<file path="src/common/pcseq_defs.vh">
// Constants shared by the program counter sequencer files.
`ifndef PCSEQ_DEFS_VH
`define PCSEQ_DEFS_VH

// ==========================================================================
// Widths and reset values
// ==========================================================================
`define PCSEQ_PC_W 24
`define PCSEQ_WREG_W 16
`define PCSEQ_ABS_W 23
`define PCSEQ_RESET_PC 24'h000000
`define PCSEQ_SP_RESET 16'h0800

// ==========================================================================
// Counter steps
// ==========================================================================
`define PCSEQ_STEP_SEQ 24'h000002
`define PCSEQ_STEP_CALL_ABS 24'h000004

// ==========================================================================
// Flow-change operation codes
// ==========================================================================
`define PCSEQ_OP_W 4
`define PCSEQ_OP_SEQ 4'h0
`define PCSEQ_OP_BRANCH 4'h1
`define PCSEQ_OP_BRANCH_COND 4'h2
`define PCSEQ_OP_CALL_ABS 4'h3
`define PCSEQ_OP_CALL_IND 4'h4
`define PCSEQ_OP_CALL_LONG 4'h5
`define PCSEQ_OP_JUMP_ABS 4'h6
`define PCSEQ_OP_JUMP_IND 4'h7
`define PCSEQ_OP_JUMP_LONG 4'h8
`define PCSEQ_OP_CALL_REL 4'h9
`define PCSEQ_OP_CALL_COMP 4'ha
`define PCSEQ_OP_RETURN 4'hb
`define PCSEQ_OP_RETURN_LIT 4'hc
`define PCSEQ_OP_RETURN_EXC 4'hd

// ==========================================================================
// Stack state machine
// ==========================================================================
`define PCSEQ_ST_IDLE 2'h0
`define PCSEQ_ST_POP_LO 2'h1
`define PCSEQ_ST_POP_HI 2'h2

`endif

</file>
<file path="src/design/pcseq_target.v">
// Target address adder for relative and computed flow changes.
`timescale 1ns/10ps
`default_nettype none
`include "pcseq_defs.vh"

module pcseq_target (
    input wire [`PCSEQ_PC_W-1:0] pc,
    input wire [`PCSEQ_WREG_W-1:0] offset,
    output wire [`PCSEQ_PC_W-1:0] target
);
    // ======================================================================
    // Signed offset scaled by two
    // ======================================================================
    // Sign extend to counter width, then double; word steps stay even.
    wire [`PCSEQ_PC_W-1:0] ext;
    assign ext = {{(`PCSEQ_PC_W-`PCSEQ_WREG_W){offset[`PCSEQ_WREG_W-1]}},
                  offset};
    assign target = pc + {ext[`PCSEQ_PC_W-2:0], 1'b0}; // see RULE_04
endmodule // pcseq_target

`default_nettype wire

</file>
<file path="src/design/pcseq_retbuf.v">
// Return address capture register for a two-word stack push.
`timescale 1ns/10ps
`default_nettype none
`include "pcseq_defs.vh"

module pcseq_retbuf (
    input wire ref_clk,
    input wire rst,
    input wire load,
    input wire [`PCSEQ_PC_W-1:0] addr_in,
    output reg [`PCSEQ_PC_W-1:0] addr_q
);
    // ======================================================================
    // Hold register
    // ======================================================================
    // Keeps the return address for the second push word.
    always @(posedge ref_clk) begin
        if (rst) begin
            addr_q <= `PCSEQ_RESET_PC;
        end else if (load) begin
            addr_q <= addr_in;
        end
    end
endmodule // pcseq_retbuf

`default_nettype wire

</file>
<file path="src/design/pcseq_core.v">
// Next program counter sequencer with return-address stack control.
//
// Operation
// RULE_01: Hold 24-bit counter addressing program memory.
// RULE_02: Instruction words sit two addresses apart.
// RULE_03: Sequential execution adds two to counter.
// RULE_04: Relative branch adds twice signed offset.
// RULE_05: Conditional branch: false adds two, true branches.
// RULE_06: Offsets signed 16-bit; absolute targets 23-bit.
// RULE_07: Absolute call loads literal, pushes counter plus four.
// RULE_08: Indirect, long, relative calls push counter plus two.
// RULE_09: Indirect call or jump loads named register.
// RULE_10: Long forms concatenate next register above named.
// RULE_11: Computed relative call adds twice register, pushes.
// RULE_12: Exception loads vector, pushes counter plus two.
// RULE_13: Returns pop top-of-stack entry into counter.
// RULE_14: Exception return pops top-of-stack entry.
// RULE_15: Active repeat holds counter unchanged.
// RULE_16: Loop end executed reloads loop start address.
// RULE_17: Pushes go through stack pointer register.
// RULE_18: Plain jumps leave stack untouched.
`timescale 1ns/10ps
`default_nettype none
`include "pcseq_defs.vh"

module pcseq_core #(
    parameter PC_W = `PCSEQ_PC_W,
    parameter WREG_W = `PCSEQ_WREG_W
) (
    input wire ref_clk,
    input wire rst,
    input wire instr_valid,
    input wire [`PCSEQ_OP_W-1:0] flow_op,
    input wire cond_true,
    input wire [WREG_W-1:0] signed_branch_offset,
    input wire [`PCSEQ_ABS_W-1:0] absolute_target_literal,
    input wire [WREG_W-1:0] named_working_register,
    input wire [WREG_W-1:0] next_working_register,
    input wire exception_req,
    input wire [PC_W-1:0] exception_vector_table,
    input wire repeat_active,
    input wire loop_active,
    input wire [PC_W-1:0] loop_start_address,
    input wire [PC_W-1:0] loop_end_address,
    input wire [WREG_W-1:0] stack_rd_data,
    output reg [PC_W-1:0] fetch_addr_q,
    output wire busy,
    output reg stack_wr_q,
    output reg stack_rd_q,
    output reg [WREG_W-1:0] stack_addr_q,
    output reg [WREG_W-1:0] stack_wr_data_q,
    output reg [WREG_W-1:0] stack_pointer_register_q
);
    // ======================================================================
    // Decode helpers
    // ======================================================================
    // Ops that push a return address of counter plus two.
    function is_push2;
        input [`PCSEQ_OP_W-1:0] op;
        begin
            is_push2 = (op == `PCSEQ_OP_CALL_IND) ||
                       (op == `PCSEQ_OP_CALL_LONG) ||
                       (op == `PCSEQ_OP_CALL_REL) ||
                       (op == `PCSEQ_OP_CALL_COMP); // see RULE_08
        end
    endfunction

    // Ops that pop the top-of-stack entry.
    function is_pop;
        input [`PCSEQ_OP_W-1:0] op;
        begin
            is_pop = (op == `PCSEQ_OP_RETURN) ||
                     (op == `PCSEQ_OP_RETURN_LIT) ||
                     (op == `PCSEQ_OP_RETURN_EXC); // see RULE_13
        end
    endfunction

    // ======================================================================
    // State
    // ======================================================================
    reg [1:0] state_q;
    reg [1:0] state_d;
    reg push_hi_q;
    reg [PC_W-1:0] pc_d;
    reg [PC_W-1:0] ret_d;
    reg push_d;
    reg [WREG_W-1:0] pop_lo_q;
    wire [PC_W-1:0] rel_target;
    wire [PC_W-1:0] ret_q;
    wire [WREG_W-1:0] rel_off;
    wire [PC_W-1:0] long_reg;
    wire [PC_W-1:0] short_reg;
    wire [PC_W-1:0] seq_pc;

    // Pops and the second push word stall the fetch stream.
    assign busy = (state_q != `PCSEQ_ST_IDLE) || push_hi_q;

    assign seq_pc = fetch_addr_q + `PCSEQ_STEP_SEQ; // see RULE_03
    assign short_reg = {{(PC_W-WREG_W){1'b0}}, named_working_register};
    // High word above the named register supplies the upper bits.
    assign long_reg = {next_working_register[PC_W-WREG_W-1:0],
                       named_working_register}; // see RULE_10
    // Computed relative call scales the register, others the literal.
    assign rel_off = (flow_op == `PCSEQ_OP_CALL_COMP) ?
                     named_working_register : signed_branch_offset;

    pcseq_target u_target (
        .pc(fetch_addr_q),
        .offset(rel_off),
        .target(rel_target)
    );

    pcseq_retbuf u_retbuf (
        .ref_clk(ref_clk),
        .rst(rst),
        .load(push_d),
        .addr_in(ret_d),
        .addr_q(ret_q)
    );

    // ======================================================================
    // Next counter selection
    // ======================================================================
    // Exception outranks the instruction; repeat outranks looping so a
    // repeated instruction at the loop end is not cut short.
    always @* begin
        pc_d = fetch_addr_q;
        ret_d = seq_pc;
        push_d = 1'b0;
        state_d = state_q;
        case (state_q)
            `PCSEQ_ST_IDLE: begin
                if (push_hi_q) begin
                    pc_d = fetch_addr_q;
                end else if (exception_req) begin
                    pc_d = exception_vector_table; // see RULE_12
                    ret_d = seq_pc;
                    push_d = 1'b1;
                end else if (instr_valid) begin
                    if (repeat_active) begin
                        pc_d = fetch_addr_q; // see RULE_15
                    end else begin
                        case (flow_op)
                            `PCSEQ_OP_SEQ: begin
                                pc_d = seq_pc;
                            end
                            `PCSEQ_OP_BRANCH: begin
                                pc_d = rel_target; // see RULE_04
                            end
                            `PCSEQ_OP_BRANCH_COND: begin
                                // False condition falls through by one word.
                                pc_d = cond_true ? rel_target :
                                       seq_pc; // see RULE_05
                            end
                            `PCSEQ_OP_CALL_ABS: begin
                                // 23-bit literal, upper bit zero.
                                pc_d = {1'b0, absolute_target_literal};
                                ret_d = fetch_addr_q +
                                        `PCSEQ_STEP_CALL_ABS; // see RULE_07
                                push_d = 1'b1;
                            end
                            `PCSEQ_OP_CALL_IND: begin
                                pc_d = short_reg; // see RULE_09
                                push_d = 1'b1;
                            end
                            `PCSEQ_OP_CALL_LONG: begin
                                pc_d = long_reg; // see RULE_10
                                push_d = 1'b1;
                            end
                            `PCSEQ_OP_JUMP_ABS: begin
                                pc_d = {1'b0,
                                        absolute_target_literal}; // see RULE_06
                            end
                            `PCSEQ_OP_JUMP_IND: begin
                                pc_d = short_reg; // see RULE_18
                            end
                            `PCSEQ_OP_JUMP_LONG: begin
                                pc_d = long_reg; // see RULE_18
                            end
                            `PCSEQ_OP_CALL_REL,
                            `PCSEQ_OP_CALL_COMP: begin
                                pc_d = rel_target; // see RULE_11
                                push_d = 1'b1;
                            end
                            `PCSEQ_OP_RETURN,
                            `PCSEQ_OP_RETURN_LIT,
                            `PCSEQ_OP_RETURN_EXC: begin
                                state_d = `PCSEQ_ST_POP_HI; // see RULE_14
                            end
                            default: begin
                                pc_d = seq_pc;
                            end
                        endcase
                        // Loop end wraps back only on plain fall-through.
                        if (loop_active && !is_pop(flow_op) &&
                            (fetch_addr_q == loop_end_address) &&
                            (pc_d == seq_pc) && !push_d) begin
                            pc_d = loop_start_address; // see RULE_16
                        end
                    end
                end
            end
            `PCSEQ_ST_POP_HI: begin
                state_d = `PCSEQ_ST_POP_LO;
            end
            `PCSEQ_ST_POP_LO: begin
                // Low word read earlier, high word arrives now.
                pc_d = {stack_rd_data[PC_W-WREG_W-1:0],
                        pop_lo_q}; // see RULE_13
                state_d = `PCSEQ_ST_IDLE;
            end
            default: begin
                state_d = `PCSEQ_ST_IDLE;
            end
        endcase
    end

    // ======================================================================
    // Counter and stack registers
    // ======================================================================
    // Stack grows upward: low word first, then high word, each at sp,
    // sp advancing by two per word. Pop reads sp-4 then sp-2.
    always @(posedge ref_clk) begin
        if (rst) begin
            fetch_addr_q <= `PCSEQ_RESET_PC; // see RULE_01
            state_q <= `PCSEQ_ST_IDLE;
            push_hi_q <= 1'b0;
            stack_wr_q <= 1'b0;
            stack_rd_q <= 1'b0;
            stack_addr_q <= 16'h0000;
            stack_wr_data_q <= 16'h0000;
            stack_pointer_register_q <= `PCSEQ_SP_RESET;
            pop_lo_q <= 16'h0000;
        end else begin
            // Bit 0 forced low keeps every fetch on a word step.
            fetch_addr_q <= {pc_d[PC_W-1:1], 1'b0}; // see RULE_02
            state_q <= state_d;
            stack_wr_q <= 1'b0;
            stack_rd_q <= 1'b0;
            push_hi_q <= 1'b0;
            if (push_d) begin
                stack_wr_q <= 1'b1; // see RULE_17
                stack_addr_q <= stack_pointer_register_q;
                stack_wr_data_q <= ret_d[WREG_W-1:0];
                stack_pointer_register_q <= stack_pointer_register_q +
                                            16'h0002;
                push_hi_q <= 1'b1;
            end else if (push_hi_q) begin
                stack_wr_q <= 1'b1; // see RULE_17
                stack_addr_q <= stack_pointer_register_q;
                stack_wr_data_q <= {{(2*WREG_W-PC_W){1'b0}},
                                    ret_q[PC_W-1:WREG_W]};
                stack_pointer_register_q <= stack_pointer_register_q +
                                            16'h0002;
            end else if (state_q == `PCSEQ_ST_IDLE &&
                         state_d == `PCSEQ_ST_POP_HI) begin
                stack_rd_q <= 1'b1;
                stack_addr_q <= stack_pointer_register_q - 16'h0004;
                stack_pointer_register_q <= stack_pointer_register_q -
                                            16'h0004;
            end else if (state_q == `PCSEQ_ST_POP_HI) begin
                // First read answered with the low word.
                pop_lo_q <= stack_rd_data;
                stack_rd_q <= 1'b1;
                stack_addr_q <= stack_pointer_register_q + 16'h0002;
            end
        end
    end
endmodule // pcseq_core

`default_nettype wire

</file>
<file path="config.mk">
export PLATFORM = sky130hd
export DESIGN_NAME = pcseq_core
export DESIGN_NICKNAME = d
export VERILOG_FILES = /design/src/design/pcseq_target.v /design/src/design/pcseq_retbuf.v /design/src/design/pcseq_core.v
export VERILOG_INCLUDE_DIRS = /design/src /design/src/common
export SDC_FILE = /design/constraint.sdc
export NUM_CORES = 1
export LEC_CHECK = 0
export BUFFER_PORTS_ARGS = -buffer_cell sky130_fd_sc_hd__buf_2
export CAP_MARGIN = 15
export CORE_MARGIN = 2
export CORE_UTILIZATION = 56
export DETAILED_ROUTE_END_ITERATION = 10
export PLACE_DENSITY = 0.83
export SYNTH_ARGS = -nofsm -noshare
export SYNTH_HDL_FRONTEND = slang
export SYNTH_HIERARCHICAL = 1
export SYNTH_SLANG_ARGS = --single-unit
</file>
<file path="constraint.sdc">
create_clock -name ref_clk -period 8.4 [get_ports ref_clk]
set_input_delay 0.84 -clock ref_clk [delete_from_list [all_inputs] [get_ports ref_clk]]
set_output_delay 0.84 -clock ref_clk [all_outputs]
set_load 0.01 [all_outputs]
</file>
==> summary.txt <==
detailed placer's ending HPWL = 26600 um
Pint = 967 uW
clock power share = 30.8%
Die H = 134 um
number of CTS-inserted buffers = 9
cells after synthesis = 1296
synthesis-to-layout area growth = 15.3%
Hold Path Depth = 2
Net Sw Frac = 35.8%
maximum clock path buffer count = 2
unrepaired setup endpoints after global routing = no
drt first pass iters = 6
Slew @ Worst Pin = 0.954 ns
Max-slew headroom = 36.3%
DRC violations left = 0
Yosys warnings = 6
power share of the combinational group = 33.5%
Worst R2R Path Depth = 17
CTS tree = yes
cell mode on critical path = a31oi_1
worst path cell trace = buf_2 -> nand2b_1 -> nor3_2 -> mux2_2 -> ha_1 -> and2_1 -> a221oi_1 -> nand2_1 -> a31oi_1 -> o21ai_0 -> xor2_1 -> nor2b_1 -> a22oi_1 -> a21oi_1 -> o2bb2ai_1 -> or4_1 -> or4_4 -> nor4b_4 -> buf_4 -> mux2_1 -> a31oi_1
final WL = 36200 um
Clk Latency, worst-skew pair = 0.35 ns
final worst-path cycle share = 82.5%
critical path's slowest cell = or4_4
Routed WL per cell = 21.5 um
crit-path max FO = 40
CP max stage delay = 0.54 ns
# Max-Cap Violations = 0
Clock Skew = 0.0125 ns
Critical Path AT = 7.19 ns
H-tree levels = 3
initial antenna violation count = 1
Setup CP Type = in2reg
Via Count = 11100
Critical Path Start Type = input port
sequential share of power = 35.7%
final setup fails = 0
# port buffers = 231
fill count = 1493
RePlAce Congestion = 1.00
Total Routing Usage GR = 38.7%
total die area = 17900 sq um
final hold vios = 0
CTS clk-pin slew, worst paths = 0.07 ns
Final Util = 66.0%
Worst setup EP type = register
status = complete, no violations
Power Total = 1.51 mW
Post-CTS Resized = 0
NetSw = 539 uW
Final WS setup = 1.47 ns
Ports = 245
first-pass GRT wire length = 55300 um
Mapped Area = 9460 sq um
pre-CTS setup slack = 1.33 ns
Die X = 134 um
CTS Root Cell = clkbuf_16
Synth Area per Inst = 7.30 sq um
Final Critical Period = 6.93 ns
Sink Count = 97
layout cells sized above 1 = 21.5%
FP Rows = 47
Nets = 1655
vias in the first global route = 10200
fin. max-slew vios = 0
Final ANT Viol Nets = 0
core area = 16500 sq um
Setup TNS Final = 0 ns
initial drt markers = 1274
total congestion overflow = 0
Req. time, crit path = 8.66 ns
Peak VDD IR = 0.135 mV
pwr dens = 138 nW/um^2
Pleak = 4.57 nW
hold crit path type = reg2reg
Peak Freq = 144 MHz
hold buffer count at CTS = 0
pin count of the biggest net entering global routing = 92
starting density of the core = 57.2%
postcts setup bufs = 0
via-per-instance ratio = 6.60
[final cells by class]
type | count | area (sq um) | area share (%)
multi-input combinational | 1075 | 6930 | 63.6
tap | 220 | 275 | 2.52
antenna | 1 | 2.50 | 0.0229
clock buffer | 11 | 253 | 2.32
sequential | 97 | 1940 | 17.8
inverter | 17 | 63.8 | 0.585
clock inverter | 5 | 85.1 | 0.780
timing repair buffer | 257 | 1350 | 12.4
[state kept, by name, summed over array words and instances, names as in the netlist]
name                      count
fetch_addr_q                 23
stack_wr_data_q              16
pop_lo_q                     15
stack_addr_q                 15
stack_pointer_register_q     15
u_retbuf/addr_q               8
state_q                       2
push_hi_q                     1
stack_rd_q                    1
stack_wr_q                    1
[final timing paths]
kind	from	to	slack, ns
setup / recovery	flow_op[1]	fetch_addr_q[20]	1.47
setup reg to reg	fetch_addr_q[4]	fetch_addr_q[20]	2.57
hold / removal	pop_lo_q[9]	pop_lo_q[9]	0.46
hold reg to reg	pop_lo_q[9]	pop_lo_q[9]	0.46
[per-stage QoR]
step	hold slack, ns	area (sq um)	instances
after global routing	0.486	10900	1682
after global placement	0.440	10600	1666
after CTS	0.465	10900	1682
final	0.462	10900	1683
after floorplan	0.436	9470	1299
after detailed placement	0.454	10600	1666
[critical path, delay by kind of cell]
kind	cells	cell delay [ns]
simple gates	8	2.29
fa+ha+maj	1	0.35
compound gates	7	1.89
buf+inv	2	0.87
mux	2	0.79
xor+xnor	1	0.16
[routing by layer]
metal | wire [um] | GRT usage (%) | vias up
met5 | 0 | 0 | -
met4 | 1770 | 16.7 | 0
met3 | 4120 | 7.14 | 132
met2 | 16000 | 61.4 | 742
met1 | 14200 | 51.5 | 5177
li1 | - | - | 5064
[power by group through the flow]
| stage | registers, mW | clock network (mW) | logic [mW] |
|---|---|---|---|
| 2_1_floorplan | 0.530 | 0 | 0.332 |
| 3_3_place_gp | 0.545 | 0 | 0.479 |
| 3_5_place_dp | 0.545 | 0 | 0.485 |
| 4_1_cts | 0.536 | 0.463 | 0.489 |
| 5_1_grt | 0.541 | 0.483 | 0.541 |
| 6_report | 0.538 | 0.464 | 0.505 |
[placed cells by master (no fill, tap or decap), drive strengths merged, types with 28 or more instances in the layout]
cell type,instances
dfxtp,97
a21oi,92
a22oi,35
mux2,33
a21o,36
xor2,55
buf,257
xnor2,49
nor2,136
nand2,168
nor3,28
o21ai,53
a31oi,31
Note: power is estimated with default switching activity, not from simulation.
